### src/design/mbfd_consts.svh
// mbfd_consts.svh: function codes, exception codes, limits and sizes
// assumes inclusion by bare name from the decoder and walker modules
`ifndef MBFD_CONSTS_SVH
`define MBFD_CONSTS_SVH
`define MBFD_FC_RD_COILS 8'h01
`define MBFD_FC_RD_BITS 8'h02
`define MBFD_FC_RD_WORDS 8'h03
`define MBFD_FC_WR_BIT 8'h05
`define MBFD_FC_WR_WORD 8'h06
`define MBFD_FC_WR_BITS 8'h0f
`define MBFD_FC_WR_WORDS 8'h10
`define MBFD_EX_FUNC 8'h01
`define MBFD_EX_ADDR 8'h02
`define MBFD_EX_LEN 8'h03
`define MBFD_EX_FLAG 8'h80
`define MBFD_MAX_BITS 16'h0100
`define MBFD_MAX_WORDS 16'h0064
`define MBFD_BIT_SPACE 17'h10000
`define MBFD_WORD_SPACE 17'h10000
`define MBFD_COIL_ON 16'hff00
`define MBFD_COIL_OFF 16'h0000
`endif

### src/design/mbfd_pkg.sv
// mbfd_pkg: types shared by the decoder and its access engine
// numeric values are written inline; mbfd_consts.svh is not used here
package mbfd_pkg;
    typedef enum logic [3:0] {
        MBFD_ACC_NONE = 4'h0,
        MBFD_ACC_RD_BIT = 4'h1,
        MBFD_ACC_RD_WORD = 4'h2,
        MBFD_ACC_WR_BIT = 4'h4,
        MBFD_ACC_WR_WORD = 4'h8
    } mbfd_acc_e;
    typedef enum logic [3:0] {
        MBFD_IDLE = 4'b0001,
        MBFD_RUN = 4'b0010,
        MBFD_RESP = 4'b0100,
        MBFD_EXC = 4'b1000
    } mbfd_state_e;
endpackage : mbfd_pkg

### src/design/mbfd_decoder.sv
// mbfd_decoder: checks a parsed request and drives register access
// assumes framing upstream; register store answers reads combinationally
// How it works
// - code 01 reads output bits, quantity 1 to 256
// - code 02 reads input bits, quantity 1 to 256
// - code 03 reads consecutive words, quantity 1 to 100
// - code 05 writes exactly one bit from the request value
// - code 06 writes exactly one word from the request value
// - code 0F writes consecutive bits, quantity 1 to 256
// - code 10 writes consecutive words, quantity 1 to 100
// - unknown code gives exception 01, bad address gives exception 02
// - quantity outside 1..limit, byte count mismatch or bad single bit value gives exception 03
`timescale 1ns/1ps
`include "mbfd_consts.svh"
module mbfd_decoder
    import mbfd_pkg::*;
(
    // clock and reset
    input wire logic mclk_i,
    input wire logic rst_n_i,
    input wire logic ce_i,
    // request, held stable while req_valid_i is high
    input wire logic req_valid_i,
    output logic req_ready_o,
    input wire logic [7:0] req_func_i,
    input wire logic [15:0] req_addr_i,
    input wire logic [15:0] req_qty_i,
    input wire logic [7:0] req_bytes_i,
    input wire logic [15:0] req_value_i,
    // write data per item, indexed by wr_idx_o
    output logic [15:0] wr_idx_o,
    input wire logic [15:0] wr_word_i,
    input wire logic wr_bit_i,
    // register store
    output logic reg_bit_o,
    output logic reg_rd_o,
    output logic reg_we_o,
    output logic [15:0] reg_addr_o,
    output logic [15:0] reg_wdata_o,
    input wire logic [15:0] reg_rdata_i,
    // read data stream
    output logic rd_valid_o,
    output logic [15:0] rd_data_o,
    // response header
    output logic rsp_valid_o,
    input wire logic rsp_ready_i,
    output logic [7:0] rsp_func_o,
    output logic rsp_exc_o,
    output logic [7:0] rsp_code_o
);
    mbfd_state_e st_q, st_d;
    mbfd_acc_e acc_q, acc_d;
    logic [7:0] func_q, func_d, code_q, code_d;
    logic [15:0] value_q, value_d;
    logic rdv_q, rdv_d;
    logic [15:0] rdd_q, rdd_d;
    logic single_q, single_d;
    logic [7:0] exc;
    mbfd_acc_e acc;
    logic start, w_busy, w_last;
    logic [15:0] w_addr, w_idx;

    // true when quantity sits in 1..max
    function automatic logic qty_ok(input logic [15:0] q,
                                    input logic [15:0] mx);
        qty_ok = (q != 16'h0000) && (q <= mx);
    endfunction : qty_ok

    // true when the run stays inside the address space
    function automatic logic span_ok(input logic [15:0] a,
                                     input logic [15:0] q,
                                     input logic [16:0] sp);
        span_ok = ({1'b0, a} + {1'b0, q}) <= sp;
    endfunction : span_ok

    // byte count expected for a multiple bit write
    function automatic logic [15:0] bit_bytes(input logic [15:0] q);
        bit_bytes = (q + 16'h0007) >> 3;
    endfunction : bit_bytes

    // classify the request; exception order is code, length, address
    // over-limit lengths give code 03
    always_comb begin
        exc = 8'h00;
        acc = MBFD_ACC_NONE;
        case (req_func_i)
            `MBFD_FC_RD_COILS, `MBFD_FC_RD_BITS: begin
                // input bit read shares the bit limit
                acc = MBFD_ACC_RD_BIT;
                if (!qty_ok(req_qty_i, `MBFD_MAX_BITS)) begin
                    exc = `MBFD_EX_LEN;
                end else if (!span_ok(req_addr_i, req_qty_i,
                                      `MBFD_BIT_SPACE)) begin
                    exc = `MBFD_EX_ADDR;
                end
            end
            `MBFD_FC_RD_WORDS: begin
                acc = MBFD_ACC_RD_WORD;
                if (!qty_ok(req_qty_i, `MBFD_MAX_WORDS)) begin
                    exc = `MBFD_EX_LEN;
                end else if (!span_ok(req_addr_i, req_qty_i,
                                      `MBFD_WORD_SPACE)) begin
                    exc = `MBFD_EX_ADDR;
                end
            end
            // single bit write, value must be on or off
            `MBFD_FC_WR_BIT: begin
                acc = MBFD_ACC_WR_BIT;
                if (req_value_i != `MBFD_COIL_ON &&
                    req_value_i != `MBFD_COIL_OFF) begin
                    exc = `MBFD_EX_LEN;
                end
            end
            `MBFD_FC_WR_WORD: begin
                acc = MBFD_ACC_WR_WORD;
            end
            // multiple bit write, byte count must match
            `MBFD_FC_WR_BITS: begin
                acc = MBFD_ACC_WR_BIT;
                if (!qty_ok(req_qty_i, `MBFD_MAX_BITS) ||
                    bit_bytes(req_qty_i) != {8'h00, req_bytes_i}) begin
                    exc = `MBFD_EX_LEN;
                end else if (!span_ok(req_addr_i, req_qty_i,
                                      `MBFD_BIT_SPACE)) begin
                    exc = `MBFD_EX_ADDR;
                end
            end
            // multiple word write, two bytes per word
            `MBFD_FC_WR_WORDS: begin
                acc = MBFD_ACC_WR_WORD;
                if (!qty_ok(req_qty_i, `MBFD_MAX_WORDS) ||
                    {req_qty_i[14:0], 1'b0} != {8'h00, req_bytes_i})
                begin
                    exc = `MBFD_EX_LEN;
                end else if (!span_ok(req_addr_i, req_qty_i,
                                      `MBFD_WORD_SPACE)) begin
                    exc = `MBFD_EX_ADDR;
                end
            end
            default: begin
                exc = `MBFD_EX_FUNC;
            end
        endcase
    end

    logic single;
    assign single = (req_func_i == `MBFD_FC_WR_BIT) ||
                    (req_func_i == `MBFD_FC_WR_WORD);
    assign req_ready_o = (st_q == MBFD_IDLE);
    // walk starts only for a clean request
    assign start = req_valid_i && (st_q == MBFD_IDLE) && (exc == 8'h00);

    mbfd_walker u_walker (
        .mclk_i(mclk_i),
        .rst_n_i(rst_n_i),
        .ce_i(ce_i),
        .start_i(start),
        .addr_i(req_addr_i),
        .qty_i(single ? 16'h0001 : req_qty_i),
        .busy_o(w_busy),
        .addr_o(w_addr),
        .idx_o(w_idx),
        .last_o(w_last)
    );

    always_comb begin
        st_d = st_q;
        acc_d = acc_q;
        func_d = func_q;
        code_d = code_q;
        value_d = value_q;
        single_d = single_q;
        rdv_d = 1'b0;
        rdd_d = rdd_q;
        case (st_q)
            MBFD_IDLE: begin
                if (req_valid_i) begin
                    func_d = req_func_i;
                    code_d = exc;
                    acc_d = acc;
                    value_d = req_value_i;
                    single_d = single;
                    st_d = (exc != 8'h00) ? MBFD_EXC : MBFD_RUN;
                end
            end
            MBFD_RUN: begin
                if (acc_q == MBFD_ACC_RD_BIT ||
                    acc_q == MBFD_ACC_RD_WORD) begin
                    rdv_d = 1'b1;
                    rdd_d = reg_rdata_i;
                end
                if (w_last) begin
                    st_d = MBFD_RESP;
                end
            end
            MBFD_RESP, MBFD_EXC: begin
                if (rsp_ready_i) begin
                    st_d = MBFD_IDLE;
                end
            end
            default: begin
                st_d = MBFD_IDLE;
            end
        endcase
    end

    always_ff @(posedge mclk_i or negedge rst_n_i) begin
        if (!rst_n_i) begin
            st_q <= MBFD_IDLE;
            acc_q <= MBFD_ACC_NONE;
            func_q <= 8'h00;
            code_q <= 8'h00;
            value_q <= 16'h0000;
            single_q <= 1'b0;
            rdv_q <= 1'b0;
            rdd_q <= 16'h0000;
        end else if (ce_i) begin
            st_q <= st_d;
            acc_q <= acc_d;
            func_q <= func_d;
            code_q <= code_d;
            value_q <= value_d;
            single_q <= single_d;
            rdv_q <= rdv_d;
            rdd_q <= rdd_d;
        end
    end

    // register port follows the walker
    assign wr_idx_o = w_idx;
    assign reg_addr_o = w_addr;
    assign reg_bit_o = (acc_q == MBFD_ACC_RD_BIT) ||
                       (acc_q == MBFD_ACC_WR_BIT);
    assign reg_rd_o = (st_q == MBFD_RUN) && w_busy &&
                      (acc_q == MBFD_ACC_RD_BIT ||
                       acc_q == MBFD_ACC_RD_WORD);
    // writes only in the run state
    assign reg_we_o = ce_i && (st_q == MBFD_RUN) && w_busy &&
                      (acc_q == MBFD_ACC_WR_BIT ||
                       acc_q == MBFD_ACC_WR_WORD);
    // single values come from the request itself
    assign reg_wdata_o = !single_q ?
        ((acc_q == MBFD_ACC_WR_BIT) ? {15'h0000, wr_bit_i} : wr_word_i) :
        ((acc_q == MBFD_ACC_WR_BIT) ?
            {15'h0000, value_q == `MBFD_COIL_ON} : value_q);
    assign rd_valid_o = rdv_q;
    assign rd_data_o = rdd_q;

    assign rsp_valid_o = (st_q == MBFD_RESP) || (st_q == MBFD_EXC);
    assign rsp_exc_o = (st_q == MBFD_EXC);
    assign rsp_func_o = (st_q == MBFD_EXC) ? (func_q | `MBFD_EX_FLAG)
                                           : func_q;
    assign rsp_code_o = (st_q == MBFD_EXC) ? code_q : 8'h00;

    unsupported_fc_a: assert property (@(posedge mclk_i) disable iff
        (!rst_n_i) (ce_i && req_ready_o && req_valid_i && !single &&
        acc == MBFD_ACC_NONE) |=> (rsp_exc_o && rsp_code_o ==
        `MBFD_EX_FUNC)) else $error("bad code not refused");
    exc_func_a: assert property (@(posedge mclk_i) disable iff
        (!rst_n_i) rsp_exc_o |-> rsp_func_o[7] &&
        rsp_func_o[6:0] == func_q[6:0]) else $error("bad exc echo");
    normal_echo_a: assert property (@(posedge mclk_i) disable iff
        (!rst_n_i) (rsp_valid_o && !rsp_exc_o) |-> rsp_func_o == func_q)
        else $error("bad echo");
    no_write_exc_a: assert property (@(posedge mclk_i) disable iff
        (!rst_n_i) rsp_exc_o |-> !reg_we_o)
        else $error("write during exception");
    word_limit_a: assert property (@(posedge mclk_i) disable iff
        (!rst_n_i) (ce_i && req_ready_o && req_valid_i &&
        req_func_i == `MBFD_FC_RD_WORDS && req_qty_i > `MBFD_MAX_WORDS)
        |=> rsp_code_o == `MBFD_EX_LEN) else $error("word limit");
    bit_limit_a: assert property (@(posedge mclk_i) disable iff
        (!rst_n_i) (ce_i && req_ready_o && req_valid_i &&
        req_func_i == `MBFD_FC_RD_COILS && req_qty_i > `MBFD_MAX_BITS)
        |=> rsp_code_o == `MBFD_EX_LEN) else $error("bit limit");
    single_wr_a: assert property (@(posedge mclk_i) disable iff
        (!rst_n_i) (ce_i && start && single) |=> reg_we_o ##1 !reg_we_o)
        else $error("single write count");
    read_stream_a: assert property (@(posedge mclk_i) disable iff
        (!rst_n_i) (ce_i && reg_rd_o) |=> rd_valid_o)
        else $error("read data missing");
    cov_exc_c: cover property (@(posedge mclk_i) rsp_exc_o);
    cov_rd_c: cover property (@(posedge mclk_i) rsp_valid_o &&
        func_q == `MBFD_FC_RD_WORDS);
    cov_wr_c: cover property (@(posedge mclk_i) rsp_valid_o &&
        func_q == `MBFD_FC_WR_BITS && !rsp_exc_o);
endmodule : mbfd_decoder

### src/design/mbfd_walker.sv
// mbfd_walker: steps a register address over a run of items
// assumes a start pulse only while idle; one item per enabled clock
`timescale 1ns/1ps
`include "mbfd_consts.svh"
module mbfd_walker
    import mbfd_pkg::*;
(
    // clock and reset
    input wire logic mclk_i,
    input wire logic rst_n_i,
    input wire logic ce_i,
    // control
    input wire logic start_i,
    input wire logic [15:0] addr_i,
    input wire logic [15:0] qty_i,
    // walk
    output logic busy_o,
    output logic [15:0] addr_o,
    output logic [15:0] idx_o,
    output logic last_o
);
    logic [15:0] left_q, left_d, addr_q, addr_d, idx_q, idx_d;
    logic busy_q, busy_d;

    always_comb begin
        left_d = left_q;
        addr_d = addr_q;
        idx_d = idx_q;
        busy_d = busy_q;
        if (start_i && !busy_q) begin
            left_d = qty_i;
            addr_d = addr_i;
            idx_d = 16'h0000;
            busy_d = 1'b1;
        end else if (busy_q) begin
            left_d = left_q - 16'h0001;
            addr_d = addr_q + 16'h0001;
            idx_d = idx_q + 16'h0001;
            if (left_q == 16'h0001) begin
                busy_d = 1'b0;
            end
        end
    end

    always_ff @(posedge mclk_i or negedge rst_n_i) begin
        if (!rst_n_i) begin
            left_q <= 16'h0000;
            addr_q <= 16'h0000;
            idx_q <= 16'h0000;
            busy_q <= 1'b0;
        end else if (ce_i) begin
            left_q <= left_d;
            addr_q <= addr_d;
            idx_q <= idx_d;
            busy_q <= busy_d;
        end
    end

    assign busy_o = busy_q;
    assign addr_o = addr_q;
    assign idx_o = idx_q;
    assign last_o = busy_q && (left_q == 16'h0001);
endmodule : mbfd_walker

### config.mk
export PLATFORM = sky130hd
export DESIGN_NAME = mbfd_decoder
export DESIGN_NICKNAME = d
export VERILOG_FILES = /design/src/design/mbfd_pkg.sv /design/src/design/mbfd_decoder.sv /design/src/design/mbfd_walker.sv
export VERILOG_INCLUDE_DIRS = /design/src /design/src/design
export SDC_FILE = /design/constraint.sdc
export NUM_CORES = 1
export LEC_CHECK = 0
export ABC_AREA = 0
export ABC_CLOCK_PERIOD_IN_PS = 2650
export BUFFER_PORTS_ARGS = -buffer_cell sky130_fd_sc_hd__buf_2
export CAP_MARGIN = 25
export CORE_UTILIZATION = 48
export CTS_BUF_LIST = sky130_fd_sc_hd__clkbuf_4 sky130_fd_sc_hd__clkbuf_8 sky130_fd_sc_hd__clkbuf_16
export DETAILED_ROUTE_END_ITERATION = 12
export PLACE_DENSITY_LB_ADDON = 0.08
export SLEW_MARGIN = 15
export SYNTH_ARGS = -nofsm -noshare
export SYNTH_HDL_FRONTEND = slang
export SYNTH_SLANG_ARGS = --single-unit
### constraint.sdc
create_clock -name mclk_i -period 2.65 [get_ports mclk_i]
set_clock_uncertainty 0.15 [all_clocks]
set_input_delay 0.1325 -clock mclk_i [delete_from_list [all_inputs] [get_ports mclk_i]]
set_output_delay 0.1325 -clock mclk_i [all_outputs]
set_load 0.05 [all_outputs]
==> results_dict.tcl <==
set metrics [dict create \
    start_kind "primary input" \
    hp-class "primary input to register" \
    cp_data_required_time_ns 2.74 \
    async_reset_ff_share_pct 100.0 \
    drtAntennaViolNets 0 \
    reg2regPathDepth 9 \
    ys_top_cells_by_count "dfrtp_1, nand2_1, nor2_1" \
    cts_tree "yes" \
    drive_above_1_share_pct 43.95 \
    top_layer_used "met4" \
    cts.sink_count 101 \
    holdWs_ns 0.01649 \
    slew_viol_final 0 \
    hpwlAfterDp_um 15250 \
    max_stage_delay_ns 0.49 \
    synth_fa_ha_area_share_pct 4.037 \
    fin_ws_ns -0.4759 \
    ys_seq_area_share_pct 37.78 \
    vias 7361 \
    period_minus_slack_ns 3.126 \
    synth-simple-area-share_pct 24.62 \
    row_count 42 \
    r2r_end "u_walker.addr_o[14]$_DFFE_PN0P_" \
    yosysTopAreaCellShare_pct 37.38 \
    rsz0062_at_grt "yes" \
    min_period_over_period_pct 118.0 \
    overflow 0 \
    first_pass_iters 5 \
    path_max_fanout 10 \
    fin_nets 1217 \
    htreeDepth 3 \
    failed_checks "negative setup slack" \
    pwr-share-comb_pct 43.0 \
    ys_ff_latch 101 \
    synth_edf_count 0 \
    met3_length_um 1186 \
    synth_cell_types 70 \
    clock_latency_ns 0.36 \
    synth-compound-area-share_pct 14.75 \
    power.internal_mw 3.644 \
    antenna_found_initial 0 \
    io_buffers 182 \
    io_pins 189 \
    wire_per_inst_um 17.36 \
    yosys.area.top_type "dfrtp_1" \
    routed_wl_um 22130 \
    power_density_nw_per_um2 626.5 \
    path_cells "buf_2 > ha_4 > a21oi_2 > nor2_1 > a311o_1 > mux2_4 > or4_4 > a2111oi_4 > a311o_2 > buf_6 > a21oi_4 > buf_4 > o31ai_1 > a21oi_2" \
    dieWidth_um 120.1 \
    synthMostInstantiatedCell "dfrtp_1" \
    synth_top_family_by_area "simple AND/OR/NAND/NOR gates" \
    clkTransAtPathRegs_ns 0.07 \
    syn_area_um2 6694 \
    worstSetupEndpointType "register" \
    drtIter0Drc 419 \
    cts_buffers 9 \
    cp_slowest_cell "or4_4" \
    die_area_um2 14420 \
    tns_ns -18.42 \
    n_antenna_cell 0 \
    grt_usage_pct 30.91 \
    stdcell_count 1275 \
    clockPowerShare_pct 20.8 \
    switching_share_pct 42.99 \
    max_freq_ghz 0.3199 \
    chipHeight_um 120.1 \
    ir_worst_vdd_uv 532.5 \
    arrival_ns 3.22 \
    routabilityCongestion 0.9170 \
    leakage_nw 4.872 \
    cts_root_buf "clkbuf_16" \
    final-setup-viol-count 52 \
    fp.coreArea_um2 13400 \
    p_switching_mw 2.749 \
    synthFlopType "dfrtp_1" \
    synthMuxAreaShare_pct 10.56 \
    route.detailed.drc 0 \
    cts_buffer_depth 2 \
    grt_pass1_wl_um 35510 \
    min_to "value_q[15]$_DFFE_PN0P_" \
    syn_area_per_cell_um2 8.913 \
    r2r-start "u_walker.addr_o[0]$_DFFE_PN0P_" \
    start_util_pct 49.95 \
    netlist_instances 751 \
    ys_warn_count 0 \
    wl_met1_um 9084 \
    hold_depth 3 \
    synthXorXnorAreaFrac_pct 3.794 \
    drv_cap 0 \
    hold_viol_final 0 \
    tightest_slew_ns 0.7080 \
    synthTopCellsByArea "dfrtp_1, mux2_2, nand2_1, ha_1, nor2_1" \
    final_core_util_pct 76.15 \
    path_common_cell "a21oi_2" \
    power_frac_seq_pct 36.2 \
    vias_per_cell 5.773 \
    min_from "req_value_i[15]" \
    wl_met2_um 11320 \
    worstSetupPathType "primary input to register" \
    status "finished, violations left" \
    r2r_setup_slack_ns -0.07 \
    grt_max_degree 61 \
    grt_pass1_vias 7249 \
    pre_cts_slack_ns -1.023 \
    slew_headroom_pct 52.36 \
    areaGrowthSynthToFinish_pct 52.45 \
    dp_cells 1188 \
]
==> state kept, by name, indices dropped and copies added, names as in the netlist, 2 cells and up <==
register and cells:
func_q 8, u_walker.addr_o 16, code_q 2, acc_q 4, rd_data_o 16, st_q 4, u_walker.left_q 16, u_walker.idx_o 16
value_q 16
==> power groups by stage <==
| stage | clock [mW] | combinational, mW | sequential, mW |
|---|---|---|---|
| 6_report | 1.33 | 2.75 | 2.32 |
| 5_1_grt | 1.41 | 2.94 | 2.37 |
| 4_1_cts | 1.33 | 2.67 | 2.28 |
| 3_5_place_dp | 0 | 2.50 | 2.30 |
| 3_3_place_gp | 0 | 2.44 | 2.27 |
| 2_1_floorplan | 0 | 1.59 | 2.48 |
==> layout by cell type, fill, tap and decap left out, types with 11 or more instances in the layout <==
master,count
ha_1,15
nor3_1,15
o21ai_0,26
nand2_1,80
mux2i_1,19
o21ai_1,11
xor2_1,16
dfrtp_1,100
a21oi_1,19
inv_1,15
a21oi_2,15
nand3_1,19
buf_6,25
nand4_1,14
mux2_2,42
nor2_1,60
dlygate4sd3_1,53
buf_2,177
buf_4,111
xnor2_1,13
and3_1,19
nor4_1,20
==> metal layers <==
metal | vias to the layer above | track usage (%)
li1 | 3431 | -
met1 | 3594 | 38.48
met2 | 281 | 53.66
met3 | 55 | 5.798
met4 | 0 | 9.922
met5 | - | 0
==> worst max-delay path by stage <==
stage                                                end  depth (start not counted)  slack, ns     startpoint
after detailed placement  u_walker.idx_o[11]$_DFFE_PN0P_                         14      -1.02  req_addr_i[0]
after global placement    u_walker.idx_o[11]$_DFFE_PN0P_                         14      -0.86  req_addr_i[0]
final                     u_walker.idx_o[14]$_DFFE_PN0P_                         14      -0.48   req_qty_i[1]
after global routing      u_walker.idx_o[14]$_DFFE_PN0P_                         15      -0.58  req_addr_i[0]
after CTS                 u_walker.idx_o[11]$_DFFE_PN0P_                         16      -0.41  req_addr_i[0]
after floorplan           u_walker.idx_o[11]$_DFFE_PN0P_                         14      -0.61  req_addr_i[0]
==> worst max-delay path, delay by kind of cell <==
kind | cells | cell delay, ns
AND/OR/NAND/NOR | 2 | 0.56
AO/OA/AOI/OAI | 7 | 1.56
adder cells (fa/ha/maj) | 1 | 0.21
multiplexers | 1 | 0.31
buffers and inverters | 3 | 0.44
==> metrics by stage <==
stage                     cell area (um^2)  total power, mW
after global placement                8678            4.714
after CTS                            10050            6.292
after global routing                 10200            6.720
final                                10200            6.393
after floorplan                       6869            4.072
after detailed placement              8678            4.804
==> layout make-up <==
| cell class | instances | area, um^2 |
|---|---|---|
| fill | 956 | 3196 |
| inverter | 15 | 56.30 |
| tap | 176 | 220.2 |
| timing repair buffer | 373 | 2656 |
| sequential | 101 | 2529 |
| clock inverter | 7 | 70.07 |
| clock buffer | 9 | 225.2 |
| multi-input combinational | 594 | 4448 |
==> cells by family (layout without fill, tap and decap cells) <==
logic type	after synthesis	count (layout)
simple gates	319	319
compound gates	154	155
flops	101	101
mux	64	64
buf+inv	62	404
xor+xnor	29	29
fa+ha+maj	21	21
other cells	1	6
==> repair_timing <==
item                       4_1_cts  5_1_grt
hold endpoints to repair        94        0
hold buffers                    53        0
buffers inserted                14        7
resized for setup              102       47
cloned                           3        0
setup endpoints to repair       54       54
pin swaps                       25       18
(Power assumes the default switching activity.)
